### config.mk
export PLATFORM = sky130hd
export DESIGN_NAME = otg_port_control_register
export DESIGN_NICKNAME = d
export VERILOG_FILES = /design/src/verilog/otg_port_control_register.v
export VERILOG_INCLUDE_DIRS = /design/src /design/src/verilog
export SDC_FILE = /design/constraint.sdc
export NUM_CORES = 1
export LEC_CHECK = 0
export BUFFER_PORTS_ARGS = -buffer_cell sky130_fd_sc_hd__buf_2
export CORE_MARGIN = 5
export CORE_UTILIZATION = 35
export CTS_BUF_LIST = sky130_fd_sc_hd__clkbuf_8
export DETAILED_ROUTE_END_ITERATION = 16
export GPL_ROUTABILITY_DRIVEN = 0
export PLACE_DENSITY = 0.73
export RECOVER_POWER = 100
export SLEW_MARGIN = 0
export SYNTH_ARGS = -nofsm -noshare
export SYNTH_HDL_FRONTEND = slang
export SYNTH_SLANG_ARGS = --single-unit
### constraint.sdc
create_clock -name clk -period 2.1 [get_ports clk]
set_input_delay 0.21 -clock clk [delete_from_list [all_inputs] [get_ports clk]]
set_output_delay 0.21 -clock clk [all_outputs]
set_load 0.03 [all_outputs]
### src/verilog/otg_port_ctrl_map.vh
/*
  Register map and constants for the OTG port control register block.
  Assumes an APB master with 32-bit data; one register word per address.

  // How it works
  // - Remote connect sends bus reset when enabled
  // - SRP event wakes host from suspend
  // - SRP method: VBUS pulsing or data pulsing
  // - Transceiver routed to host or device engine
  // - DM pull-down follows its control bit
  // - DP pull-down follows its control bit
  // - Remote disconnect turns DP pull-up on
  // - DP pull-up follows local connect bit
  // - VBUS source: charge pump or external
  // - External source drives power switch pin
  // - B-device VBUS discharge pull-down
  // - B-device VBUS charge through resistor
  // - VBUS drive from selected source
  // - Read code 62h, write code e2h
*/
`ifndef OTG_PORT_CTRL_MAP_VH
`define OTG_PORT_CTRL_MAP_VH

`define OTG_CTRL_RD_CODE   8'h62
`define OTG_CTRL_WR_CODE   8'he2
`define OTG_CTRL_ADDR      12'h188
`define OTG_CMD_ADDR       12'h000
`define OTG_STAT_ADDR      12'h004
`define OTG_CTRL_RESET     16'h01c0
`define OTG_CTRL_WMASK     16'h0fff

`define BIT_VBUS_DRIVE     0
`define BIT_VBUS_CHARGE    1
`define BIT_VBUS_DISCH     2
`define BIT_VBUS_SOURCE    3
`define BIT_DP_PULLUP      4
`define BIT_AUTO_CONN      5
`define BIT_DP_PULLDN      6
`define BIT_DM_PULLDN      7
`define BIT_XCVR_OWNER     8
`define BIT_SRP_METHOD     9
`define BIT_SRP_WAKE       10
`define BIT_SE0_CONN       11

`endif
### src/verilog/otg_port_control_register.v
/*
  OTG port control register with its port steering logic.
  Assumes an APB master on clk; role and line events arrive from pins
  and are synchronised here before use.
*/
// Register access over APB was decided locally.
`timescale 1ns/100ps
`include "otg_port_ctrl_map.vh"

module otg_port_control_register (
  // Clock and reset
  input  wire        clk,
  input  wire        rst_n,
  // APB slave
  input  wire        psel,
  input  wire        penable,
  input  wire        pwrite,
  input  wire [11:0] paddr,
  input  wire [31:0] pwdata,
  output reg  [31:0] prdata,
  output reg         pready,
  output reg         pslverr,
  // Port events and role, from pins
  input  wire        id_a_role,
  input  wire        remote_connect,
  input  wire        remote_disconnect,
  input  wire        srp_vbus_pulse,
  input  wire        srp_data_pulse,
  input  wire        host_suspended,
  // Port controls
  output reg         host_bus_reset,
  output reg         host_wake,
  output reg         xcvr_owner_sel,
  output reg         dm_pulldown_on,
  output reg         dp_pulldown_on,
  output reg         dp_pullup_on,
  output reg         charge_pump_on,
  output reg         host_power_switch_pin_n,
  output reg         vbus_discharge_on,
  output reg         vbus_charge_on
);


  // Register state
  reg  [15:0] ctrl;
  reg  [7:0]  cmd;
  reg         auto_pullup;
  reg  [1:0]  conn_d;

  // Pin levels before and after the two-flop crossing
  wire [5:0]  pin_raw;
  wire [5:0]  sync_q;

  // Synchronised pin levels
  wire        a_role;
  wire        rconn;
  wire        rdisc;
  wire        srp_vb;
  wire        srp_dl;
  wire        hc_susp;

  // Bus decode
  wire        access;
  wire        first;
  wire        second;
  wire        hit_ctrl;
  wire        hit_cmd;
  wire        hit_stat;
  wire        known;
  wire        cmd_wr;
  wire        cmd_rd;
  wire        bad;
  wire        rd_ok;
  wire        wr_ok;

  // Port control terms
  wire        srp_event;
  wire        rconn_rise;
  wire        rdisc_rise;
  wire        next_pullup;
  wire        drive;

  genvar      g;

  // True when the bus address selects the given byte address
  function sel;
    input [11:0] addr;
    input [11:0] target;
    begin
      sel = (addr == target);
    end
  endfunction

  assign pin_raw = {host_suspended, srp_data_pulse, srp_vbus_pulse,
                    remote_disconnect, remote_connect, id_a_role};

  // Pins cross into clk through two flops each
  generate
    for (g = 0; g < 6; g = g + 1) begin : pin_sync
      reg stage1;
      reg stage2;
      always @(posedge clk or negedge rst_n) begin
        if (!rst_n) begin
          stage1 <= 1'b0;
          stage2 <= 1'b0;
        end else begin
          stage1 <= pin_raw[g];
          stage2 <= stage1;
        end
      end
      assign sync_q[g] = stage2;
    end
  endgenerate

  assign a_role  = sync_q[0];
  assign rconn   = sync_q[1];
  assign rdisc   = sync_q[2];
  assign srp_vb  = sync_q[3];
  assign srp_dl  = sync_q[4];
  assign hc_susp = sync_q[5];

  // Access phase: first cycle raises pready, second is the taken edge
  assign access   = psel & penable;
  assign first    = access & ~pready;
  assign second   = access & pready;

  assign hit_ctrl = sel(paddr, `OTG_CTRL_ADDR);
  assign hit_cmd  = sel(paddr, `OTG_CMD_ADDR);
  assign hit_stat = sel(paddr, `OTG_STAT_ADDR);
  assign known    = hit_ctrl | hit_cmd | hit_stat;

  // A control register access only counts once the matching code is loaded
  assign cmd_wr   = (cmd == `OTG_CTRL_WR_CODE);
  assign cmd_rd   = (cmd == `OTG_CTRL_RD_CODE);
  assign bad      = ~known |
                    (hit_ctrl & pwrite & ~cmd_wr) |
                    (hit_ctrl & ~pwrite & ~cmd_rd);

  // Read data is staged early so it stands when pready is seen
  assign rd_ok    = first & ~bad & ~pwrite;
  // Writes land only where the master sees pready high
  assign wr_ok    = second & ~bad & pwrite;

  assign srp_event  = ctrl[`BIT_SRP_METHOD] ? srp_dl : srp_vb;
  assign rconn_rise = rconn & ~conn_d[0];
  assign rdisc_rise = rdisc & ~conn_d[1];

  assign next_pullup = ctrl[`BIT_DP_PULLUP] | auto_pullup;
  assign drive       = ctrl[`BIT_VBUS_DRIVE] & a_role;

  // Edge detect on the synchronised connect lines
  always @(posedge clk or negedge rst_n) begin
    if (!rst_n) begin
      conn_d <= 2'h0;
    end else begin
      conn_d <= {rdisc, rconn};
    end
  end

  // One-cycle ready pulse per access
  always @(posedge clk or negedge rst_n) begin
    if (!rst_n) begin
      pready <= 1'b0;
    end else begin
      pready <= first;
    end
  end

  // Error flag rides with the ready pulse
  always @(posedge clk or negedge rst_n) begin
    if (!rst_n) begin
      pslverr <= 1'b0;
    end else begin
      pslverr <= first & bad;
    end
  end

  // Read data, zero outside the ready cycle
  always @(posedge clk or negedge rst_n) begin
    if (!rst_n) begin
      prdata <= 32'h00000000;
    end else if (rd_ok & hit_ctrl) begin
      prdata <= {16'h0000, ctrl & `OTG_CTRL_WMASK};
    end else if (rd_ok & hit_cmd) begin
      prdata <= {24'h000000, cmd};
    end else if (rd_ok & hit_stat) begin
      prdata <= {26'h0000000, sync_q};
    end else begin
      prdata <= 32'h00000000;
    end
  end

  // Command code register
  always @(posedge clk or negedge rst_n) begin
    if (!rst_n) begin
      cmd <= 8'h00;
    end else if (wr_ok & hit_cmd) begin
      cmd <= pwdata[7:0];
    end
  end

  // Control register; reserved bits never store
  always @(posedge clk or negedge rst_n) begin
    if (!rst_n) begin
      ctrl <= `OTG_CTRL_RESET;
    end else if (wr_ok & hit_ctrl) begin
      ctrl <= pwdata[15:0] & `OTG_CTRL_WMASK;
    end
  end

  // Auto pull-up holds until software drops the enable or the A role drops
  always @(posedge clk or negedge rst_n) begin
    if (!rst_n) begin
      auto_pullup <= 1'b0;
    end else if (!ctrl[`BIT_AUTO_CONN] || !a_role) begin
      auto_pullup <= 1'b0;
    end else if (rdisc_rise) begin
      auto_pullup <= 1'b1;
    end
  end

  // Bus reset is a single pulse per connect edge
  always @(posedge clk or negedge rst_n) begin
    if (!rst_n) begin
      host_bus_reset <= 1'b0;
    end else begin
      host_bus_reset <= ctrl[`BIT_SE0_CONN] & rconn_rise;
    end
  end

  // Wake request
  always @(posedge clk or negedge rst_n) begin
    if (!rst_n) begin
      host_wake <= 1'b0;
    end else begin
      host_wake <= ctrl[`BIT_SRP_WAKE] & a_role & hc_susp &
                   srp_event;
    end
  end

  // Transceiver owner
  always @(posedge clk or negedge rst_n) begin
    if (!rst_n) begin
      xcvr_owner_sel <= 1'b1;
    end else begin
      xcvr_owner_sel <= ctrl[`BIT_XCVR_OWNER];
    end
  end

  // DM pull-down
  always @(posedge clk or negedge rst_n) begin
    if (!rst_n) begin
      dm_pulldown_on <= 1'b1;
    end else begin
      dm_pulldown_on <= ctrl[`BIT_DM_PULLDN];
    end
  end

  // DP pull-down
  always @(posedge clk or negedge rst_n) begin
    if (!rst_n) begin
      dp_pulldown_on <= 1'b1;
    end else begin
      dp_pulldown_on <= ctrl[`BIT_DP_PULLDN];
    end
  end

  // DP pull-up from the local bit or the auto latch
  always @(posedge clk or negedge rst_n) begin
    if (!rst_n) begin
      dp_pullup_on <= 1'b0;
    end else begin
      dp_pullup_on <= next_pullup;
    end
  end

  // On-chip charge pump
  always @(posedge clk or negedge rst_n) begin
    if (!rst_n) begin
      charge_pump_on <= 1'b0;
    end else begin
      charge_pump_on <= drive & ~ctrl[`BIT_VBUS_SOURCE];
    end
  end

  // External supply switch, active low
  always @(posedge clk or negedge rst_n) begin
    if (!rst_n) begin
      host_power_switch_pin_n <= 1'b1;
    end else begin
      host_power_switch_pin_n <=
        ~(drive & ctrl[`BIT_VBUS_SOURCE]);
    end
  end

  // Discharge is gated by role so a stray A-side write stays harmless
  always @(posedge clk or negedge rst_n) begin
    if (!rst_n) begin
      vbus_discharge_on <= 1'b0;
    end else begin
      vbus_discharge_on <= ctrl[`BIT_VBUS_DISCH] & ~a_role;
    end
  end

  // B-side charge through a resistor
  always @(posedge clk or negedge rst_n) begin
    if (!rst_n) begin
      vbus_charge_on <= 1'b0;
    end else begin
      vbus_charge_on <= ctrl[`BIT_VBUS_CHARGE] & ~a_role;
    end
  end

  // The status word and the outputs both take the synchronised levels:
  // every control takes one clock after its register bit or synchronised pin
  // level settles, so most pins see three cycles of latency; the auto pull-up path to dp_pullup_on takes four.

endmodule

## Word level (Yosys, flattened, before mapping)

Index checks and enable logic that the tools add are counted.
Widths: inputs -> output; s select.

| cells by class | value |
|---|---|
| mux-type cells | 6 |
| reductions and logical operators | 5 |
| equal/unequal tests | 4 |
| bitwise logic cells | 44 |

Operator list:

| kind | number |
|---|---|
| $mux 32 | 2 |
| $and 1x1->1 | 28 |
| $eq 12x3->1 const B | 1 |
| $eq 12x9->1 const B | 1 |
| $logic_not 12->1 | 1 |
| $not 1->1 | 11 |
| $eq 8x7->1 const B | 1 |
| $eq 8x8->1 const B | 1 |
| $mux 6 | 1 |
| $or 1x1->1 | 5 |
| $mux 1 | 3 |
| $logic_not 1->1 | 2 |
| $reduce_bool 2->1 | 1 |
| $logic_or 1x1->1 | 1 |

| storage, ports and cells | value |
|---|---|
| output and inout port bits | 44 |
| logic and storage cells | 88 |
| flip-flop bits (word level) | 79 |
| input bits | 55 |

## Longest topological paths before layout

Gate-level depths: netlist of the first run.

| logic depth | value |
|---|---|
| word-level depth | 13 |
| gate-level depth with buffers | 6 |
| gate-level depth less buffers | 4 |

## Worst setup path before layout of the first run

Ideal clock, no wire load.

| path | value |
|---|---|
| kind | input-to-reg |
| start point | input paddr[2] |
| end point | register ctrl[10] |
| path slack | 0.282 ns |
| arrival time | 1.693 ns |
| stages on the path | 6 |
| library setup time | 0.125 ns |
| cells stage by stage | buf_4 > nor4b_1 > nand4_1 > nor3_1 > buf_4 > mux2_2 |

| on the way | value |
|---|---|
| word-level cells in the longest chain between the ends | 10 |
| elaborated cells between the ends (all ways) | 16 |

Ends and longest elaborated chain:

| what | RTL line | text |
|---|---|---|
| from (decl) | otg_port_control_register.v:18 | `input wire [11:0] paddr,` |
| $eq 12x9->1 or $logic_not 12->1 (tied branches) | otg_port_control_register.v:90 | `sel = (addr == target);` |
| $or 1x1->1 (2 in series) | otg_port_control_register.v:130 | `assign known = hit_ctrl \| hit_cmd \| hit_stat;` |
| $not 1->1 | otg_port_control_register.v:135 | `assign bad = ~known \|` |
| $or 1x1->1 | otg_port_control_register.v:135 |  |
| $or 1x1->1 | otg_port_control_register.v:136 | `(hit_ctrl & pwrite & ~cmd_wr) \|` |
| $not 1->1 | otg_port_control_register.v:142 | `assign wr_ok = second & ~bad & pwrite;` |
| $and 1x1->1 (2 in series) | otg_port_control_register.v:142 |  |
| $and 1x1->1 * | otg_port_control_register.v:206 | `end else if (wr_ok & hit_ctrl) begin` |
| to (signal assigned) | otg_port_control_register.v:205 | `` ctrl <= `OTG_CTRL_RESET; `` |
| to (signal assigned) | otg_port_control_register.v:207 | `` ctrl <= pwdata[15:0] & `OTG_CTRL_WMASK; `` |
| to (decl) | otg_port_control_register.v:45 | `reg [15:0] ctrl;` |

Mark *: on every way between the ends. The rest lies on a longest branch, timed or not.
A chain may end at the register's enable or synchronous reset.

## Final worst setup path of the first run

| path | value |
|---|---|
| start point | input paddr[11] |
| end point | register cmd[7] |

| on the way | value |
|---|---|
| word-level cells in the longest chain between the ends | 10 |
| elaborated cells between the ends (all ways) | 16 |

Ends and longest elaborated chain:

| what | RTL line | text |
|---|---|---|
| $eq 12x9->1 or $logic_not 12->1 (tied branches) | otg_port_control_register.v:90 |  |
| $or 1x1->1 (2 in series) | otg_port_control_register.v:130 |  |
| $not 1->1 | otg_port_control_register.v:135 |  |
| $or 1x1->1 | otg_port_control_register.v:135 |  |
| $or 1x1->1 | otg_port_control_register.v:136 |  |
| $not 1->1 | otg_port_control_register.v:142 |  |
| $and 1x1->1 (2 in series) | otg_port_control_register.v:142 |  |
| $and 1x1->1 * | otg_port_control_register.v:197 | `end else if (wr_ok & hit_cmd) begin` |
| to (signal assigned) | otg_port_control_register.v:198 | `cmd <= pwdata[7:0];` |
| to (decl) | otg_port_control_register.v:46 | `reg [7:0] cmd;` |

Marked as above.

==> reports/metrics.cfg, run 1 <==
[status]
status=completed

[yosys]
syn-instance-count=159
synth.largest_area_cell=dfrtp_1
yosysUniqueCellTypes=29
yosys_warnings=0
synthMostInstantiatedCell=dfrtp_1
synth-edff-count=0
synth.top_cells.by_area=dfrtp_1 56%, dfstp_2 8.0%, buf_4 7.2%
ys_dominant_reg_cell=dfrtp_1
synth_largest_type_area_fraction_pct=56.5
syn_avg_cell_area_sq_um=14.5
netlist_top_cells_count=52 x dfrtp_1, 22 x buf_4, 12 x mux2_2
ys_seq_elements=59
synth.cell_area_sq_um=2300
synth.yosys.seq_area_share_pct=64.4
ys_async_sr_fraction_pct=100

[power_and_ir_drop]
power_density_nw_per_um2=810
p_leak_nw=1.39
total_power_mw=2.29
max-vdd-ir-drop_uv=443

[global_route]
global_route_met1_usage_pct=13.7
global_route.usage.total_pct=12.0
grt_first_pass_wirelength_mm=7.62
first_global_vias=1482
maximum_number_of_pins_on_one_net_before_global_route_repair=22
met3_usage_pct=6.61
globalRoute.busiestLayer=met2
antenna_found_initial=0
grt_overflow_total=0
grt_use_met2_pct=18.9

[route]
routedWlPerCell_microns=14.5
drt_wl_total_mm=4.61
drt-pass1-iter-count=4
number_of_design_rule_violations_left_by_the_first_detailed_router_iteration=71
antenna_violating_nets_post_route=0
detail_route.drc_violations=0
via_count=1402
post_drt_via_cell_ratio=4.41

[cts]
ctsRootBufferMaster=clkbuf_8
clkLatencyLatePin_ns=0.33
cts_tree=built
cts_post_setup_buffers_inserted=0
tritoncts_num_sinks=59
h-tree-depth=3
max-clock-path-buffers=2
number_of_buffers_created_by_cts=9
cts.reportedPaths.clkPinSlew_ns=0.06

[timing]
skew_ns=0.00441
layout_worst_path_cycle_share_pct=87.7
min_period_ns=1.84
worst-slew-pin-transition_ns=1.05
headroom_to_the_max_slew_limit_pct=30.0
grt_setup_unrepaired=no
achievable-frequency_ghz=0.543
setup_total_negative_slack_ns=0
final-setup-viol-count=0
finalHoldViolations=0
timing.final.max_slew_violations=0

[final_layout]
post_route_cell_area_sq_um=2820
layout.filler_cells=623
area_growth_pct=22.5
num_antenna_cells=0
finalNetCount=291
final-instance-count-excl-fill=318
drive_above_1_share_pct=31.5

[critical_path]
rr_startpoint=cmd[2]$_DFFE_PN0P_
startpoint_class=input port
r2r_slack_ns=0.27
timing.reg2reg.worst_path_depth=5
cp-end-kind=register
critical_path_class=input port to register
arrival_ns=2.05
worst_ep_required_time_ns=2.31
worstReg2RegEnd=ctrl[9]$_DFFE_PN0P_
critical_path.max_fanout=8

[floorplan]
initial_cell_density_of_the_core_pct=36.1
die_width_microns=91.1
io_pins=99
die_area_sq_um=8310
fp-row-count=29
die_height_microns=91.1
design.core.area_sq_um=6390

[hold_path]
min_delay_worst_endpoint=ctrl[8]$_DFFE_PN1P_
hold_depth=2
holdCritPathClass=input port to register
timing.hold.worst.start=pwdata[8]

[placed_design]
detailed_placer_s_ending_hpwl_mm=3.46
detailed_place.area_sq_um=2640
port-buffer-count=58
dp_cells=295

[flow_run]
maxCapViolCount=0

-- per-layer routing --
metal | up-vias | wire length, microns
met4 | 0 | 65
met2 | 45 | 2360
met5 | - | 0
met1 | 687 | 1820
met3 | 8 | 366
li1 | 662 | -
-- power breakdown --
part | switching, mW | internal [mW]
Sequential | 0.00877 | 1.15
Clock | 0.418 | 0.568
Combinational | 0.0971 | 0.0432
Total | 0.524 | 1.76
-- worst max path at each step --
stage,startpoint,endpoint,slack (ns),depth (start not counted)
final,paddr[11],cmd[7]$_DFFE_PN0P_,0.26,5
after CTS,cmd[2]$_DFFE_PN0P_,ctrl[4]$_DFFE_PN0P_,0.24,5
after detailed placement,paddr[11],cmd[7]$_DFFE_PN0P_,0.1,5
after global placement,paddr[6],cmd[3]$_DFFE_PN0P_,0.16,4
after floorplan,paddr[2],ctrl[10]$_DFFE_PN0P_,0.28,6
after global routing,rst_n,ctrl[10]$_DFFE_PN0P_,0.05,3
-- worst max-delay path, stage by stage --
cell     delay [ns]
buf_2          0.10
nor4_1         0.37
nand2_1        0.17
or4_1          0.77
mux2_1         0.42
-- final cells by class --
type | count | area [sq um] | share of cell area, %
clock buffer | 10 | 138 | 4.87
sequential | 59 | 1490 | 52.6
inverter | 2 | 7.51 | 0.266
multi-input combinational | 92 | 674 | 23.9
tap | 77 | 96.3 | 3.41
clock inverter | 6 | 55.1 | 1.95
timing repair buffer | 72 | 368 | 13.0
-- metrics by stage --
step / hold WS [ns] / util (%) / worst slack [ns]
after global placement: 0.172 / 41.3 / 0.160
final: 0.109 / 44.2 / 0.257
after detailed placement: 0.177 / 41.3 / 0.0962
after global routing: 0.0885 / 44.2 / 0.0473
after CTS: 0.0838 / 45.4 / 0.238
after floorplan: -0.0856 / - / 0.282
-- sequential cells by signal, indices dropped and copies added, names as in the netlist, 2 cells and up --
register / cells
conn_d: 2
pin_sync.stage1: 6
ctrl: 12
prdata: 12
cmd: 8
pin_sync.stage2: 4
-- cell usage in the layout, fill, tap and decap left out, drive strengths merged --
cell type	n
a21oi	2
a2bb2oi	1
and2	4
and3b	2
and4b	1
buf	35
bufinv	1
clkbuf	40
clkinv	5
conb	20
dfrtp	52
dfstp	7
dlygate4sd3	7
inv	2
mux2	20
mux2i	7
nand2	4
nand3	2
nand4	2
nand4b	1
nor2	6
nor2b	3
nor3	2
nor4	1
nor4b	1
nor4bb	1
o2bb2ai	7
or2	2
or4	2
xnor2	1
-- cells by family after synthesis --
group	synth area share (%)
buf+inv	8.31
xor+xnor	0.380
simple gates	9.12
flops	64.4
mux	14.1
compound gates	3.47
other cells	0.163
-- timing repair --
item	CTS	global route
setup endpoints to repair	0	0
hold buffers	7	0
gates resized for setup	0	0
hold endpoints to repair	21	0
No activity file was read; power rests on OpenSTA's default activity.
==> inputs of run 2 (changes only) <==
MAX_ROUTING_LAYER = met4   (was not set)
==> reports/metrics.cfg, run 2 (synthesized netlist as in run 1, its figures left out) <==
[route]
drt-pass1-iter-count=6
met3_wirelength_microns=309
dr_wl_met2_mm=2.35
post_drt_via_cell_ratio=4.39
routedWlPerCell_microns=14.5
wirelength_met1_mm=1.88
detail_route.drc_violations=0
drt_wl_total_mm=4.61
via_count=1395
highest_layer=met4
antenna_violating_nets_post_route=0
number_of_design_rule_violations_left_by_the_first_detailed_router_iteration=74

[critical_path]
worstSetupPathDepth=5
critical_path.top_delay_family=simple AND/OR/NAND/NOR gates
arrival_ns=2.05
timing.reg2reg.worst_path_depth=5
r2r_slack_ns=0.27
cp-end-kind=register
critical_path.max_fanout=8
worst_ep_required_time_ns=2.31
largest_stage_delay_worst_path_ns=0.77
crit_path_top_delay_cell=or4_1
critical_path_class=input port to register
critical_path.cell_chain=buf_2 -> nor4_1 -> nand2_1 -> or4_1 -> mux2_1
startpoint_class=input port
buffers_and_inverters_on_the_worst_path=1

[floorplan]
design.core.area_sq_um=6390
fp-row-count=29
die_width_microns=91.1
die_area_sq_um=8310
initial_cell_density_of_the_core_pct=36.1
die_height_microns=91.1
io_pins=99

[final_layout]
finalNetCount=291
utilization_pct=44.2
layout_commonest_cell=dfrtp_1
num_antenna_cells=0
layout.filler_cells=623
layout_common_cells=52 x dfrtp_1, 33 x buf_2, 26 x clkbuf_1
reg.largest.list=ctrl x12, prdata x12, cmd x8
area_growth_pct=22.5
drive_above_1_share_pct=31.5
post_route_cell_area_sq_um=2820

[cts]
tritoncts_num_sinks=59
cts.reportedPaths.clkPinSlew_ns=0.06
ctsRootBufferMaster=clkbuf_8
h-tree-depth=3
max-clock-path-buffers=2
cts_tree=built
clkLatencyLatePin_ns=0.33
cts_post_setup_buffers_inserted=0
number_of_buffers_created_by_cts=9

[power_and_ir_drop]
p_leak_nw=1.39
max-vdd-ir-drop_uv=443
total_power_mw=2.29
power_density_nw_per_um2=811

[timing]
finalHoldViolations=0
min_period_ns=1.85
layout_worst_path_cycle_share_pct=87.9
achievable-frequency_ghz=0.542
worst-slew-pin-transition_ns=1.07
timing.final.max_slew_violations=0
worst_hold_slack_ns=0.109
grt_setup_unrepaired=no
setup_total_negative_slack_ns=0
final-setup-viol-count=0
skew_ns=0.00433
headroom_to_the_max_slew_limit_pct=28.6

[hold_path]
hold_depth=2
holdCritPathClass=input port to register

[status]
status=completed

[flow_run]
maxCapViolCount=0

[global_route]
antenna_found_initial=0
global_route.usage.total_pct=12.3
grt_first_pass_wirelength_mm=7.54
maximum_number_of_pins_on_one_net_before_global_route_repair=22
grt_overflow_total=0
first_global_vias=1484

[placed_design]
detailed_placer_s_ending_hpwl_mm=3.46
port-buffer-count=58
detailed_place.area_sq_um=2640

## run 2: cell counts in the layout (fill, tap and decap cells not counted)
No cell type changed its count.
## run 2: metal layers
metal | vias to the layer above | global-route usage (%)
li1 | 660 | -
met1 | 682 | 13.9
met2 | 45 | 18.9
met3 | 8 | 5.95
met4 | 0 | 4.40
met5 | - | -
## run 2: power by group
group | internal, mW | switching [mW] | leakage [nW]
logic | 0.0432 | 0.0973 | 0.518
clock network | 0.568 | 0.418 | 0.106
registers | 1.15 | 0.00874 | 0.766
## run 2: layout make-up
class | instances | area, sq um | share of cell area [%]
multi-input cells | 92 | 674 | 23.9
well taps | 77 | 96.3 | 3.41
flip-flops and latches | 59 | 1490 | 52.6
inverters | 2 | 7.51 | 0.266
clock inverters | 6 | 55.1 | 1.95
repair buffers | 72 | 368 | 13.0
clock buffers | 10 | 138 | 4.87
## run 2: path summary, 6_finish.rpt
kind	from	end
max in group asynchronous	rst_n	host_power_switch_pin_n$_DFF_PN1_
min in group asynchronous	rst_n	host_bus_reset$_DFF_PN0_
min	pwdata[8]	ctrl[8]$_DFFE_PN1P_
min reg2reg	pin_sync[2].stage1$_DFF_PN0_	pin_sync[2].stage2$_DFF_PN0_
max	paddr[11]	cmd[7]$_DFFE_PN0P_
max reg2reg	cmd[2]$_DFFE_PN0P_	ctrl[9]$_DFFE_PN0P_
## run 2: per-stage QoR
step / instances / setup WS [ns]
floorplan: 178 / 0.282
global placement: 295 / 0.160
detailed placement: 295 / 0.0962
CTS: 318 / 0.238
global route: 318 / 0.0553
finish: 318 / 0.254
## run 2: what timing repair did
action                    4_1_cts  5_1_grt
hold buffers                    7        0
gates resized for setup         0        0
hold endpoints to repair       21        0
==> inputs of run 3 (changes only) <==
PLACE_DENSITY = not set   (was 0.73)
==> reports/metrics.cfg, run 3 (synthesized netlist as in run 1, its figures left out) <==
[timing]
grt_setup_unrepaired=no
layout_setup_ws_ns=0.252
setup_total_negative_slack_ns=0
timing.final.max_slew_violations=0
worst-slew-pin-transition_ns=0.727
achievable-frequency_ghz=0.541
layout_worst_path_cycle_share_pct=88.0
final-setup-viol-count=0
min_period_ns=1.85
skew_ns=0.00866
headroom_to_the_max_slew_limit_pct=51.5
finalHoldViolations=0

[final_layout]
finalNetCount=290
num_antenna_cells=0
final-instance-count-excl-fill=317
area_growth_pct=21.0
reg.largest.list=ctrl x12, prdata x12, cmd x8
area_of_the_multi_input_gates_sq_um=669
layout_common_cells=52 x dfrtp_1, 33 x buf_2, 25 x clkbuf_1
drive_above_1_share_pct=30.0
regArea_sq_um=1490
layout.filler_cells=642
layout_commonest_cell=dfrtp_1

[global_route]
global_route.usage.total_pct=12.0
global_route_met1_usage_pct=13.0
globalRoute.busiestLayer=met2
grt_overflow_total=0
maximum_number_of_pins_on_one_net_before_global_route_repair=31
first_global_vias=1513
antenna_found_initial=0
grt_first_pass_wirelength_mm=7.39
grt_use_met2_pct=18.9
met3_usage_pct=3.64

[power_and_ir_drop]
power_report.internal_total_mw=1.64
p_leak_nw=1.38
power_density_nw_per_um2=769
power.switching_uw=509
share_seq_of_total_power_pct=54.2
clk_pwr_share_pct=39.4
netSwitchingFraction_pct=23.7
power_frac_comb_pct=6.5
total_power_mw=2.15
max-vdd-ir-drop_uv=363

[floorplan]
design.core.area_sq_um=6390
io_pins=99
die_width_microns=91.1
die_height_microns=91.1
initial_cell_density_of_the_core_pct=36.1
fp-row-count=29
die_area_sq_um=8310

[placed_design]
place_ws_ns=0.147
detailed_placer_s_ending_hpwl_mm=3.25
port-buffer-count=58
dp_cells=294

[cts]
clkLatencyLatePin_ns=0.33
ctsRootBufferMaster=clkbuf_8
cts_hold_buf=7
cts.reportedPaths.clkPinSlew_ns=0.06
max-clock-path-buffers=2
cts_post_setup_buffers_inserted=0
number_of_buffers_created_by_cts=9
post_cts_resize_count=0
cts_tree=built
tritoncts_num_sinks=59
h-tree-depth=3

[critical_path]
timing.reg2reg.worst_path_depth=5
first_element_of_the_critical_path=cmd[4]$_DFFE_PN0P_
r2r_slack_ns=0.25
worstReg2RegEnd=ctrl[5]$_DFFE_PN0P_
critical_path_class=register to register
cp-end-kind=register
startpoint_class=register
rr_startpoint=cmd[4]$_DFFE_PN0P_
worst_ep_required_time_ns=2.31
arrival_ns=2.05
cp-endpoint=ctrl[5]$_DFFE_PN0P_
critical_path.max_fanout=6

[status]
status=completed

[route]
routedWlPerCell_microns=14.3
via_count=1388
post_drt_via_cell_ratio=4.38
drt-pass1-iter-count=4
antenna_violating_nets_post_route=0
detail_route.drc_violations=0
number_of_design_rule_violations_left_by_the_first_detailed_router_iteration=24
drt_wl_total_mm=4.53

[flow_run]
maxCapViolCount=0

[hold_path]
holdCritPathClass=input port to register

## run 3: cell types whose count changed in the layout (fill, tap and decap cells not counted)
cell       before  now
clkinv_2        5    3
nor3_1          1    2
nor3_2          1    0
inv_1           2    5
clkbuf_2        4    3
and2_1          2    1
buf_4           2    3
clkbuf_1       26   25
bufinv_16       1    0
and2_0          2    3
## run 3: power groups by stage
stage / logic, mW / registers (mW) / clock network, mW
3_3_place_gp: 0.134 / 1.18 / 0
2_1_floorplan: 0.0932 / 1.18 / 0
3_5_place_dp: 0.136 / 1.18 / 0
4_1_cts: 0.147 / 1.16 / 0.883
6_report: 0.139 / 1.16 / 0.845
5_1_grt: 0.153 / 1.16 / 0.939
## run 3: final cells by class
cell class | instances | area share (%)
clock buffer | 10 | 4.93
clock inverter | 6 | 0.942
inverter | 2 | 0.269
multi-input combinational | 92 | 24.0
sequential | 59 | 53.3
tap | 77 | 3.45
timing repair buffer | 71 | 13.1
## run 3: per-stage QoR
stage	area, sq um	hold slack (ns)	utilization, %
finish	2790	0.115	43.7
global route	2790	0.102	43.7
CTS	2880	0.100	45.0
detailed placement	2640	0.298	41.4
global placement	2640	0.289	41.4
floorplan	2380	-0.0856	-
## run 3: how the worst min path moves through the flow
stage,cells after the start,end,from
after floorplan,0,a_role$_DFF_PN0_,rst_n
after global placement,1,prdata[7]$_DFF_PN0_,rst_n
after detailed placement,1,prdata[7]$_DFF_PN0_,rst_n
after CTS,2,ctrl[9]$_DFFE_PN0P_,pwdata[9]
after global routing,2,ctrl[9]$_DFFE_PN0P_,pwdata[9]
final,2,cmd[3]$_DFFE_PN0P_,pwdata[3]
## run 3: metal layers
metal | part of all wire [%] | vias up
li1 | - | 659
met1 | 40 | 671
met2 | 50 | 46
met3 | 6.4 | 12
met4 | 2.9 | 0
met5 | 0 | -
## run 3: critical path, cell delays in order (launching register included)
cell and delay (ns):
dfrtp_1 0.40, nor4bb_1 0.34, nand4_1 0.16, nor3_1 0.28
buf_4 0.22, mux2_2 0.33
